[src/core/cmp_trig_pkg.sv]
// Shared constants and types for the comparator trigger control and its timer end
package cmp_trig_pkg;
   // Selector geometry
   localparam int SEL_W = 3;
   localparam int NUM_CH = 8;
   localparam logic [2:0] CH_DAC12_OR_PIN = 3'h4;
   localparam logic [2:0] CH_BANDGAP = 3'h6;
   localparam logic [2:0] CH_DAC6 = 3'h7;
   // Reference DAC
   localparam int DAC_W = 6;
   localparam int DAC_STEPS = 64;
   localparam logic REF_HIGH_PIN = 1'b0;
   localparam logic REF_SUPPLY = 1'b1;
   // Channel source codes on the analog routing bus
   localparam logic [2:0] SRC_PIN = 3'h0;
   localparam logic [2:0] SRC_DAC12 = 3'h1;
   localparam logic [2:0] SRC_BANDGAP = 3'h2;
   localparam logic [2:0] SRC_DAC6 = 3'h3;
   // Control register offsets (device)
   localparam logic [3:0] OFS_CTRL = 4'h0;
   localparam logic [3:0] OFS_SEL = 4'h4;
   localparam logic [3:0] OFS_DAC = 4'h8;
   localparam logic [3:0] OFS_STAT = 4'hc;
   // Control field positions
   localparam int CTRL_EN = 0;
   localparam int CTRL_WINDOW = 1;
   localparam int CTRL_SAMPLE_SEL = 2;
   localparam int CTRL_PASS = 3;
   localparam int CTRL_TRIG = 4;
   localparam int CTRL_DAC_EN = 5;
   localparam int CTRL_REF = 6;
   localparam int CTRL_W = 7;
   localparam logic [6:0] CTRL_RST = 7'h00;
   // Timer register offsets
   localparam logic [3:0] OFS_TCTRL = 4'h0;
   localparam logic [3:0] OFS_TCMP = 4'h4;
   localparam logic [3:0] OFS_TSTAT = 4'h8;
   localparam int TCTRL_EN = 0;
   localparam int TCTRL_BYPASS = 1;
   localparam int TCTRL_PRE_LO = 2;
   localparam int PRE_W = 4;
   localparam int CNT_W = 16;
   // Power modes
   typedef enum logic [1:0] {PM_RUN, PM_STOP, PM_LLS, PM_DEEPEST} power_mode_t;
   // Trigger sequence
   typedef enum logic [1:0] {SEQ_OFF, SEQ_WAKE, SEQ_HOLD} seq_t;
   // Comparator analog settle time before a valid capture, ns
   localparam int INIT_NS = 200;
   localparam int CLK_NS = 8;
   localparam int INIT_CYC = (INIT_NS + CLK_NS - 1) / CLK_NS;
endpackage : cmp_trig_pkg

[src/core/cmp_trig_if.sv]
// Two-stage trigger link between the low-power timer and the comparator control
`timescale 1ns/10ps
interface cmp_trig_if;
   logic wake;
   logic capture;
   modport timer_end (output wake, output capture);
   modport cmp_end (input wake, input capture);
endinterface : cmp_trig_if

[src/core/cmp_ctrl.sv]
// Comparator digital control: selectors, reference DAC, trigger sequencing
`timescale 1ns/10ps
module cmp_ctrl (
   input wire logic core_clk,
   input wire logic rst_n,
   cmp_trig_if.cmp_end trig,
   input wire logic [3:0] addr,
   input wire logic [31:0] wdata,
   input wire logic wr,
   input wire logic rd,
   output logic [31:0] rdata,
   input wire cmp_trig_pkg::power_mode_t power_mode,
   input wire logic analog_out,
   output logic [2:0] plus_sel,
   output logic [2:0] minus_sel,
   output logic [2:0] plus_src,
   output logic [2:0] minus_src,
   output logic [5:0] dac_code,
   output logic dac_ref,
   output logic cmp_power,
   output logic dac_power,
   output logic cmp_out,
   output logic adc_trig,
   output logic tpm_trig,
   output logic uart_ir
);
   // ------------------------------------------------------------
   // State
   // ------------------------------------------------------------
   typedef struct packed {
      logic [6:0] ctrl;
      logic [2:0] psel;
      logic [2:0] msel;
      logic [5:0] dac;
      cmp_trig_pkg::seq_t seq;
      logic [1:0] ana_s;
      logic cap_d;
      logic result;
      logic cmp_pwr;
      logic dac_pwr;
      logic [2:0] psrc;
      logic [2:0] msrc;
      logic [31:0] rdata;
      logic adc;
      logic tpm;
      logic ir;
   } state_t;

   state_t st_r;
   state_t st_nxt;

   // ------------------------------------------------------------
   // Channel map
   // ------------------------------------------------------------
   function automatic logic [2:0] src_of(input logic [2:0] ch);
      case (ch)
         cmp_trig_pkg::CH_DAC12_OR_PIN: src_of = cmp_trig_pkg::SRC_DAC12;
         cmp_trig_pkg::CH_BANDGAP: src_of = cmp_trig_pkg::SRC_BANDGAP;
         cmp_trig_pkg::CH_DAC6: src_of = cmp_trig_pkg::SRC_DAC6;
         default: src_of = cmp_trig_pkg::SRC_PIN;
      endcase
   endfunction : src_of

   logic avail;
   logic trig_mode;
   logic wake_l;
   logic cap_l;
   logic cap_rise;
   logic ana;

   always_comb begin
      st_nxt = st_r;
      avail = (power_mode != cmp_trig_pkg::PM_DEEPEST);
      trig_mode = st_r.ctrl[cmp_trig_pkg::CTRL_TRIG];
      // ------------------------------------------------------------
      // Input sampling
      // ------------------------------------------------------------
      // Trigger link shares this clock; only the analog level is synchronised
      st_nxt.ana_s = {st_r.ana_s[0], analog_out};
      wake_l = trig.wake;
      cap_l = trig.capture;
      ana = st_r.ana_s[1];
      st_nxt.cap_d = cap_l;
      cap_rise = cap_l & ~st_r.cap_d;

      // ------------------------------------------------------------
      // Register writes
      // ------------------------------------------------------------
      if (wr) begin
         case (addr)
            cmp_trig_pkg::OFS_CTRL: begin
               st_nxt.ctrl = wdata[cmp_trig_pkg::CTRL_W-1:0];
               st_nxt.ctrl[cmp_trig_pkg::CTRL_SAMPLE_SEL] = 1'b0;
               st_nxt.ctrl[cmp_trig_pkg::CTRL_WINDOW] = 1'b0;
               st_nxt.ctrl[cmp_trig_pkg::CTRL_PASS] = 1'b0;
            end
            cmp_trig_pkg::OFS_SEL: begin
               st_nxt.psel = wdata[2:0];
               st_nxt.msel = wdata[6:4];
            end
            cmp_trig_pkg::OFS_DAC: st_nxt.dac = wdata[cmp_trig_pkg::DAC_W-1:0];
            default: st_nxt.ctrl = st_r.ctrl;
         endcase
      end

      // ------------------------------------------------------------
      // Read data, one cycle after strobe
      // ------------------------------------------------------------
      st_nxt.rdata = 32'h0;
      if (rd) begin
         case (addr)
            cmp_trig_pkg::OFS_CTRL: st_nxt.rdata = {25'h0, st_r.ctrl};
            cmp_trig_pkg::OFS_SEL: st_nxt.rdata = {25'h0, st_r.msel, 1'b0, st_r.psel};
            cmp_trig_pkg::OFS_DAC: st_nxt.rdata = {26'h0, st_r.dac};
            cmp_trig_pkg::OFS_STAT: st_nxt.rdata = {27'h0, avail, st_r.seq, st_r.cmp_pwr, st_r.result};
            default: st_nxt.rdata = 32'h0;
         endcase
      end

      // ------------------------------------------------------------
      // Power and trigger sequence
      // ------------------------------------------------------------
      if (!avail) begin
         st_nxt.seq = cmp_trig_pkg::SEQ_OFF;
         st_nxt.cmp_pwr = 1'b0;
         st_nxt.dac_pwr = 1'b0;
         st_nxt.result = 1'b0;
      end else if (trig_mode) begin
         case (st_r.seq)
            cmp_trig_pkg::SEQ_OFF, cmp_trig_pkg::SEQ_HOLD: begin
               if (wake_l) begin
                  st_nxt.seq = cmp_trig_pkg::SEQ_WAKE;
               end
            end
            cmp_trig_pkg::SEQ_WAKE: begin
               if (cap_rise) begin
                  st_nxt.result = ana;
                  st_nxt.seq = cmp_trig_pkg::SEQ_HOLD;
               end
            end
            default: st_nxt.seq = cmp_trig_pkg::SEQ_OFF;
         endcase
         // power down between sequences, result held
         st_nxt.cmp_pwr = (st_nxt.seq == cmp_trig_pkg::SEQ_WAKE);
         st_nxt.dac_pwr = (st_nxt.seq == cmp_trig_pkg::SEQ_WAKE);
      end else begin
         st_nxt.seq = cmp_trig_pkg::SEQ_OFF;
         st_nxt.cmp_pwr = st_r.ctrl[cmp_trig_pkg::CTRL_EN];
         st_nxt.dac_pwr = st_r.ctrl[cmp_trig_pkg::CTRL_DAC_EN];
         // Continuous mode samples on the bus clock only
         st_nxt.result = st_r.cmp_pwr ? ana : 1'b0;
      end

      st_nxt.psrc = src_of(st_r.psel);
      st_nxt.msrc = src_of(st_r.msel);
      st_nxt.adc = st_nxt.result;
      st_nxt.tpm = st_nxt.result;
      st_nxt.ir = st_nxt.result;
   end

   // ------------------------------------------------------------
   // Registers
   // ------------------------------------------------------------
   always_ff @(posedge core_clk or negedge rst_n) begin
      if (!rst_n) begin
         st_r <= '0;
      end else begin
         st_r <= st_nxt;
      end
   end

   // ------------------------------------------------------------
   // Outputs
   // ------------------------------------------------------------
   assign rdata = st_r.rdata;
   assign plus_sel = st_r.psel;
   assign minus_sel = st_r.msel;
   assign plus_src = st_r.psrc;
   assign minus_src = st_r.msrc;
   assign dac_code = st_r.dac;
   assign dac_ref = st_r.ctrl[cmp_trig_pkg::CTRL_REF];
   assign cmp_power = st_r.cmp_pwr;
   assign dac_power = st_r.dac_pwr;
   assign cmp_out = st_r.result;
   assign adc_trig = st_r.adc;
   assign tpm_trig = st_r.tpm;
   assign uart_ir = st_r.ir;
endmodule : cmp_ctrl

[src/flat_wrapper.sv]
// flat-port wrapper written by rule: the top's interface ports become plain ports
module cmp_ctrl_flat 
  (core_clk, rst_n, addr, wdata, wr, rd, rdata, power_mode, analog_out, plus_sel, minus_sel, plus_src, minus_src, dac_code, dac_ref, cmp_power, dac_power, cmp_out, adc_trig, tpm_trig, uart_ir, trig_wake, trig_capture);
  cmp_trig_if trig_i ();
  input wire logic core_clk;
  input wire logic rst_n;
  input wire logic [3:0] addr;
  input wire logic [31:0] wdata;
  input wire logic wr;
  input wire logic rd;
  output logic [31:0] rdata;
  input wire cmp_trig_pkg::power_mode_t power_mode;
  input wire logic analog_out;
  output logic [2:0] plus_sel;
  output logic [2:0] minus_sel;
  output logic [2:0] plus_src;
  output logic [2:0] minus_src;
  output logic [5:0] dac_code;
  output logic dac_ref;
  output logic cmp_power;
  output logic dac_power;
  output logic cmp_out;
  output logic adc_trig;
  output logic tpm_trig;
  output logic uart_ir;
  input wire logic [$bits(trig_i.wake)-1:0] trig_wake;
  input wire logic [$bits(trig_i.capture)-1:0] trig_capture;
  assign trig_i.wake = trig_wake;
  assign trig_i.capture = trig_capture;
  cmp_ctrl u_core (.core_clk(core_clk), .rst_n(rst_n), .trig(trig_i), .addr(addr), .wdata(wdata), .wr(wr), .rd(rd), .rdata(rdata), .power_mode(power_mode), .analog_out(analog_out), .plus_sel(plus_sel), .minus_sel(minus_sel), .plus_src(plus_src), .minus_src(minus_src), .dac_code(dac_code), .dac_ref(dac_ref), .cmp_power(cmp_power), .dac_power(dac_power), .cmp_out(cmp_out), .adc_trig(adc_trig), .tpm_trig(tpm_trig), .uart_ir(uart_ir));
endmodule
[config.mk]
export PLATFORM = sky130hd
export DESIGN_NAME = cmp_ctrl_flat
export DESIGN_NICKNAME = d
export VERILOG_FILES = /design/src/core/cmp_trig_pkg.sv /design/src/core/cmp_trig_if.sv /design/src/core/cmp_ctrl.sv /design/src/flat_wrapper.sv
export SDC_FILE = /design/constraint.sdc
export NUM_CORES = 1
export LEC_CHECK = 0
export BUFFER_PORTS_ARGS = -buffer_cell sky130_fd_sc_hd__buf_2
export CAP_MARGIN = 20
export CORE_ASPECT_RATIO = 2
export CORE_MARGIN = 5
export CORE_UTILIZATION = 35
export CTS_CLUSTER_DIAMETER = 40
export DETAILED_ROUTE_END_ITERATION = 8
export PLACE_DENSITY = 0.67
export SLEW_MARGIN = 40
export SYNTH_ARGS = -nofsm -noshare
export SYNTH_HDL_FRONTEND = slang
export SYNTH_SLANG_ARGS = --single-unit
[constraint.sdc]
create_clock -name core_clk -period 1.2 [get_ports core_clk]
set_clock_uncertainty 0.2 [all_clocks]
set_input_delay 0.06 -clock core_clk [delete_from_list [all_inputs] [get_ports core_clk]]
set_output_delay 0.06 -clock core_clk [all_outputs]
set_load 0.01 [all_outputs]
; ---- After elaboration in Yosys (flattened, before gate mapping)
; Index checks and enable logic that the tools add are counted.
; W data, S select, Z words.
[totals]
regBits = 60
output_inout_bits = 57
[op_classes]
mux = 16
n_reduce_logical = 7
n_bitwise = 2
eq_ne = 15
[op_table]
columns = operator, n
row1 = $mux W32, 1
row2 = $pmux W7 S4, 1
row3 = $eq A3 B3 Y1 const B, 6
row4 = $mux W2, 6
row5 = $pmux W2 S3, 2
row6 = $eq A4 B4 Y1 const B, 2
row7 = $reduce_and A2 Y1, 4
row8 = $mux W3, 2
row9 = $ne A3 B3 Y1 const B, 2
row10 = $eq A2 B1 Y1 const B, 2
row11 = $eq A4 B3 Y1 const B, 1
row12 = $logic_not A4 Y1, 1
row13 = $pmux W2 S2, 1
row14 = $mux W1, 3
row15 = $eq A2 B2 Y1 const B, 1
row16 = $logic_not A2 Y1, 1
row17 = $ne A2 B2 Y1 const B, 1
row18 = $reduce_or A2 Y1, 1
row19 = $and A1 B1 Y1, 1
row20 = $not A1 Y1, 1

; ---- Longest topological paths before layout
; Gate-level depths: netlist of the first run.
[logic_depth]
ltp_word = 9
ltp_mapped = 5

; ---- Least setup slack after synthesis of the first run
; Ideal clock, no wire load.
[synth_path]
kind = register to register
start = register u_core.st_r, in the netlist u_core.cmp_out
end = register u_core.st_r, in the netlist u_core.rdata[0]
n_path_buf = 0
setup_time_ps = 120
t_arrival_ps = 1071
synth_period_minus_slack_ps = 1391
required_time_ps = 880
stages_incl_launch_ff = 3
setup_slack_ps = -191
cell_sequence = dfrtp_1 -> mux4_2 -> and3_1
[synth_rtl]
columns = element, line
row1 = from (decl), cmp_ctrl.sv:49  ; state_t st_r;
row2 = from (signal assigned), cmp_ctrl.sv:168  ; st_r <= st_nxt;

==> results of run 1 <==
synth_stat cells, types with 2 or more instances:
library cell and number:
nand2_1 5, mux2i_1 3, nand4_1 2, a22oi_1 2, dfrtp_1 35, xnor2_1 2, nor2b_1 3, mux2_2 13
o21ai_0 4, nand3_1 3, and2_1 4, nor2_1 7, buf_4 53, mux2_4 6, and3_1 2
path summary, 6_finish.rpt:
path                                                 from                               to  slack, ns  cells past startpoint
max                        u_core.dac_code[0]$_DFFE_PN0P_        u_core.rdata[0]$_DFF_PN0_      -0.13                      2
max in group asynchronous                           rst_n  u_core.minus_sel[0]$_DFFE_PN0P_       0.53                      3
min reg2reg                   u_core.st_nxt[46]$_DFF_PN0_             u_core.ana$_DFF_PN0_       0.16                      0
min in group core_clk                             addr[3]        u_core.rdata[3]$_DFF_PN0_       0.07                      4
max reg2reg                u_core.dac_code[0]$_DFFE_PN0P_        u_core.rdata[0]$_DFF_PN0_      -0.13                      2
min                                                 rst_n      u_core.st_r[61]$_DFFE_PN0P_       0.07                      3
layout make-up:
type | instances | area, µm²
Inverter | 1 | 3.75
Tap cell | 60 | 75.1
Timing Repair Buffer | 81 | 597
Clock buffer | 7 | 76.3
Antenna cell | 1 | 2.50
Multi-Input combinational cell | 97 | 734
Clock inverter | 1 | 30.0
Fill cell | 515 | 2970
Sequential cell | 35 | 880
through the flow:
| stage | utilization (%) | cells | hold WS, ns | power [µW] |
|---|---|---|---|---|
| finish | 44.6 | 283 | 0.0671 | 3640 |
| global route | 44.6 | 282 | 0.0702 | 3830 |
| CTS | 44.1 | 282 | 0.0586 | 3640 |
| detailed placement | 38.0 | 260 | -0.166 | 2470 |
| global placement | 38.0 | 260 | -0.168 | 2450 |
| floorplan | - | 190 | -0.436 | 2290 |
logic make-up (layout without fill, tap and decap cells):
group,after synthesis,after routing
AND/OR/NAND/NOR,34,34
multiplexers,23,23
XOR/XNOR,2,2
flip-flops,35,35
buffers and inverters,58,90
other,1,28
AO/OA/AOI/OAI,11,11
worst reg2reg max path, delay by kind of cell, from the launching register on:
family	cells	cell delay (ns)
flops	1	0.41
mux	1	0.45
simple gates	1	0.15
flip-flops by register name, indices dropped and copies added, names as in the netlist:
| name | flops |
|---|---|
| u_core.plus_sel | 3 |
| u_core.dac_code | 6 |
| u_core.plus_src | 2 |
| u_core.st_nxt | 1 |
| u_core.dac_ref | 1 |
| u_core.minus_sel | 3 |
| u_core.cmp_power | 1 |
| u_core.st_r | 6 |
| u_core.rdata | 7 |
| u_core.dac_power | 1 |
| u_core.cmp_out | 1 |
| u_core.minus_src | 2 |
| u_core.ana | 1 |
power by group:
group,internal [µW],switching (µW)
clock network,621,395
registers,1380,143
logic,625,474
per-layer routing:
layer	up-vias	share of wire, %
met5	-	0
met4	0	1.7
met3	7	6.6
met2	51	59
met1	590	33
li1	590	-
repair_timing:
action                                 in CTS  in global routing
setup endpoints to repair                  16                 19
hold buffers                               14                  0
cloned                                      0                  0
resized for setup                          16                  9
endpoints found under the hold margin      61                  0
buffers inserted                            1                  1
pin swaps                                   8                  3
==> flow_summary.toml, run 1 <==
[outcome]
status = "finished with violations"
violations = "negative setup slack"

[setup_path]
slowest_stage = "mux4_2"
arrival_ns = 1.30
crit_required_ns = 1.17
path_max_fanout = 2
max_stage_delay_ns = 0.45
path_cells = "mux4_2 -> and3_1"
critPathLaunchType = "register"
end_kind = "register"
cp_num_buf_inv = 0
worstSetupPathType = "register to register"
critPathTopFamily = "multiplexers"

[logic_synthesis]
synth_top_area_share_pct = 45.9
seq_area_frac_synth_pct = 45.9
synth_ff_type = "dfrtp_1"
synthArstFlopShare_pct = 100
avgSynthCellArea_um2 = 11.6
synth_compound_area_share_pct = 4.13
synth_top_family_by_area = "buffers and inverters"
ys_top_cells_by_area = "dfrtp_1 46%, buf_4 21%, mux2_2 7.7%, mux2_4 4.7%, mux2i_1 1.6%"
synth-simple-area-share_pct = 10.9
muxShareOfSynthArea_pct = 15.1
synth-edff-count = 0
synth_xor_area_share_pct = 0.917
synthAdderAreaFrac_pct = 0
ys_ff_latch = 35
yosysWarningCount = 0
syn_inst = 164
yosysUniqueCellTypes = 35
synth_top_area_cell = "dfrtp_1"
syn_area_mm2 = 0.00191

[floorplan]
ios = 102
initial_core_util_pct = 35.5
chipHeight_um = 114
die_x_um = 62.2
fp.coreArea_mm2 = 0.00537
die_area_mm2 = 0.00712
num_rows = 38

[global_routing]
met1_usage_pct = 11.0
grt_max_degree = 36
grt-busiest-layer = "met2"
grt_antenna_before_repair = 0
grt_first_pass_wirelength_mm = 6.54
grt_pass1_vias = 1332
grt_use_met2_pct = 22.2
grt_overflow = 0
grt_use_met3_pct = 3.83
grt_usage_pct = 11.6

[routing]
vias_per_cell = 4.37
vias = 1238
wl_per_cell_um = 14.2
initialDrtViolationCount = 24
drc_errors = 0
ant_nets = 0
firstDrtPassIters = 4
routed_wl_mm = 4.02

[clock_tree]
clkTransAtPathRegs_ns = 0.07
htree_levels = 2
cts_inserted_buffers = 5
cts_max_path_buffers = 2
clock_latency_ns = 0.29
cts_sinks = 35
cts_root_buffer = "clkbuf_8"
cts_tree = "built"

[pwr]
ir_worst_vdd_uv = 911
power.density_mw_per_mm2 = 1520
leakage_uw = 0.00121

[timing]
setup_tns_ns = -0.329
setup_ws_ns = -0.130
finalHoldViolCount = 0
rsz0062_at_grt = "true"
post-route-period-util_pct = 111
fmax_mhz = 752
min_period_ns = 1.33
slew_violations = 0
finalSetupViolations = 9

[run]
maxCapViolations = 0

[cells_and_area]
final_common_cell = "buf_2"
area_growth_pct = 25.6
drive_gt1_share_pct = 49.1
final_area_mm2 = 0.00240
final_cell_mix = "43 x buf_2, 32 x dfrtp_1, 27 x conb_1, 14 x dlygate4sd3_1, 13 x buf_6"
nNetsFinal = 266

[placement]
post-place-ws_ns = -0.119
postPlaceCellArea_mm2 = 0.00204
io_buffers = 49
dp_hpwl_mm = 3.08
place_congestion = 0.836

[hold_path]
min_path_type = "input port to async pin"
(Power assumes the default switching activity.)
==> run 2: changes to the inputs <==
--- a/config.mk
+++ b/config.mk
@@ -9,10 +9,10 @@
 export CAP_MARGIN = 20
 export CORE_ASPECT_RATIO = 2
 export CORE_MARGIN = 5
-export CORE_UTILIZATION = 35
+export CORE_UTILIZATION = 40
 export CTS_CLUSTER_DIAMETER = 40
 export DETAILED_ROUTE_END_ITERATION = 8
-export PLACE_DENSITY = 0.67
+export PLACE_DENSITY = 0.75
 export SLEW_MARGIN = 40
 export SYNTH_ARGS = -nofsm -noshare
 export SYNTH_HDL_FRONTEND = slang
==> run 2 against run 1 <==
Net effect:
- the run ends with negative hold slack, negative setup slack left
- total power up 8.0%
- highest routed layer unchanged
- routed wire length up 0.55%
- cell area up 2.7%
- fmax down 0.30%
- global-route usage up 1.8 points
- count of clock-buffer cells in the layout down 2
- sequential share of layout area down 0.95 points
- via count up 2.6%
- die area down 11%
- sequential cell count unchanged
- sequential power about the same
- largest cell class unchanged
==> flow_summary.toml, run 2 (same netlist as run 1, synthesis figures left out) <==
[outcome]
status = "finished with violations"
violations = "negative hold slack, negative setup slack"

[timing]
slew_violations = 0
whs_ns = -0.00284
setup_tns_ns = -0.519
min_period_ns = 1.33
rsz0062_at_grt = "true"
post-route-period-util_pct = 111
finalSetupViolations = 10
fmax_mhz = 750
finalHoldViolCount = 8
setup_ws_ns = -0.134

[clock_tree]
clock_latency_ns = 0.29
cts_tree = "built"
htree_levels = 2
clkTransAtPathRegs_ns = 0.07
cts_sinks = 35
cts_max_path_buffers = 2
cts_root_buffer = "clkbuf_8"
cts_inserted_buffers = 5

[pwr]
switching_power_uw = 1060
power_frac_seq_pct = 38.8
power.density_mw_per_mm2 = 1600
p_sw_share_pct = 27.0
ir_worst_vdd_uv = 1040
p_comb_share_pct = 29.0
clkPwrFrac_pct = 32.2
leakage_uw = 0.00125
intPower_uw = 2870

[floorplan]
initial_core_util_pct = 41.1
die_area_mm2 = 0.00634
die_x_um = 58.9
chipHeight_um = 108
fp.coreArea_mm2 = 0.00464
ios = 102
num_rows = 35

[routing]
wl_met3_um = 330
firstDrtPassIters = 4
routed_wl_mm = 4.04
drc_errors = 0
top_layer = "met4"
initialDrtViolationCount = 19
wl_per_cell_um = 14.3
ant_nets = 0
vias = 1270
drt-met1-wl_mm = 1.39
routed-wl-met2_mm = 2.20
vias_per_cell = 4.49

[run]
maxCapViolations = 0

[setup_path]
path_max_fanout = 2
worstSetupPathType = "register to register"
r2r_cells = 2
end_kind = "register"
critPathLaunchType = "register"
arrival_ns = 1.31
crit_required_ns = 1.18

[placement]
dp_hpwl_mm = 3.09
postPlaceCellArea_mm2 = 0.00204
io_buffers = 49
place_congestion = 0.790

[cells_and_area]
nNetsFinal = 272
final_common_cell = "buf_2"
drive_gt1_share_pct = 50.4
final_core_util_pct = 53.0
largest_register_ffs = 7
diodes = 0
area_growth_pct = 29.0
final_area_mm2 = 0.00246
final_cell_mix = "42 x buf_2, 32 x dfrtp_1, 27 x conb_1, 16 x buf_4, 15 x dlygate4sd3_1"

[global_routing]
grt_antenna_before_repair = 0
grt_max_degree = 15
grt_overflow = 0
grt_usage_pct = 13.4
grt_pass1_vias = 1336
grt_first_pass_wirelength_mm = 6.31

[hold_path]
min_path_type = "input port to async pin"
[run 2: cell types whose count changed in the layout (fill, tap and decap cells not counted), sizes merged]
cell,delta
buf,+5
clkbuf,-2
bufinv,+1
clkinvlp,+1
diode,-1
dlygate4sd3,+1
[run 2: area by class of cell]
| class | instances | area, µm² |
|---|---|---|
| clock buffers | 5 | 68.8 |
| clock inverters | 3 | 67.6 |
| fillers | 413 | 2180 |
| inverters | 1 | 3.75 |
| multi-input cells | 97 | 736 |
| flip-flops and latches | 35 | 880 |
| well taps | 55 | 68.8 |
| repair buffers | 87 | 638 |
[run 2: worst max-delay path: stages, from the launching register on]
cell	delay, ns
dfrtp_1	0.40
mux4_2	0.47
and3_4	0.16
[run 2: routing by layer]
layer / global-route usage, % / vias to the layer above
met4: 7.46 / 0
met5: 0 / -
met3: 2.64 / 9
met1: 13.9 / 602
met2: 24.0 / 64
li1: - / 595
[run 2: final timing paths]
check | startpoint | end | slack [ns]
worst max-delay path | u_core.plus_sel[0]$_DFFE_PN0P_ | u_core.rdata[0]$_DFF_PN0_ | -0.13
worst min-delay path | rst_n | u_core.dac_power$_DFF_PN0_ | -0.003
worst max register to register | u_core.plus_sel[0]$_DFFE_PN0P_ | u_core.rdata[0]$_DFF_PN0_ | -0.13
worst min register to register | u_core.st_nxt[46]$_DFF_PN0_ | u_core.ana$_DFF_PN0_ | 0.15
max in group asynchronous | rst_n | u_core.minus_sel[1]$_DFFE_PN0P_ | 0.33
min in group core_clk | addr[0] | u_core.rdata[5]$_DFF_PN0_ | 0.08
[run 2: metrics by stage]
step	power, µW	cells	hold slack, ns	setup slack (ns)
2_1_floorplan	2290	190	-0.436	-0.145
6_report	3930	283	-0.00284	-0.134
5_1_grt	4110	283	0.0284	-0.162
3_3_place_gp	2440	257	-0.239	-0.0856
3_5_place_dp	2470	257	-0.230	-0.113
4_1_cts	3890	281	-0.0118	-0.128
[run 2: power by group through the flow]
stage	clock network (µW)	logic, µW	registers [µW]
floorplan	0	759	1530
global placement	0	920	1520
detailed placement	0	938	1530
CTS	1300	1080	1510
global route	1320	1240	1550
finish	1260	1140	1520
[run 2: what timing repair did]
action,in CTS,in global routing
buffers inserted,1,2
gates resized for setup,12,14
hold buffers,15,0
setup endpoints to repair,15,19
pin swaps,5,4
endpoints found under the hold margin,64,0
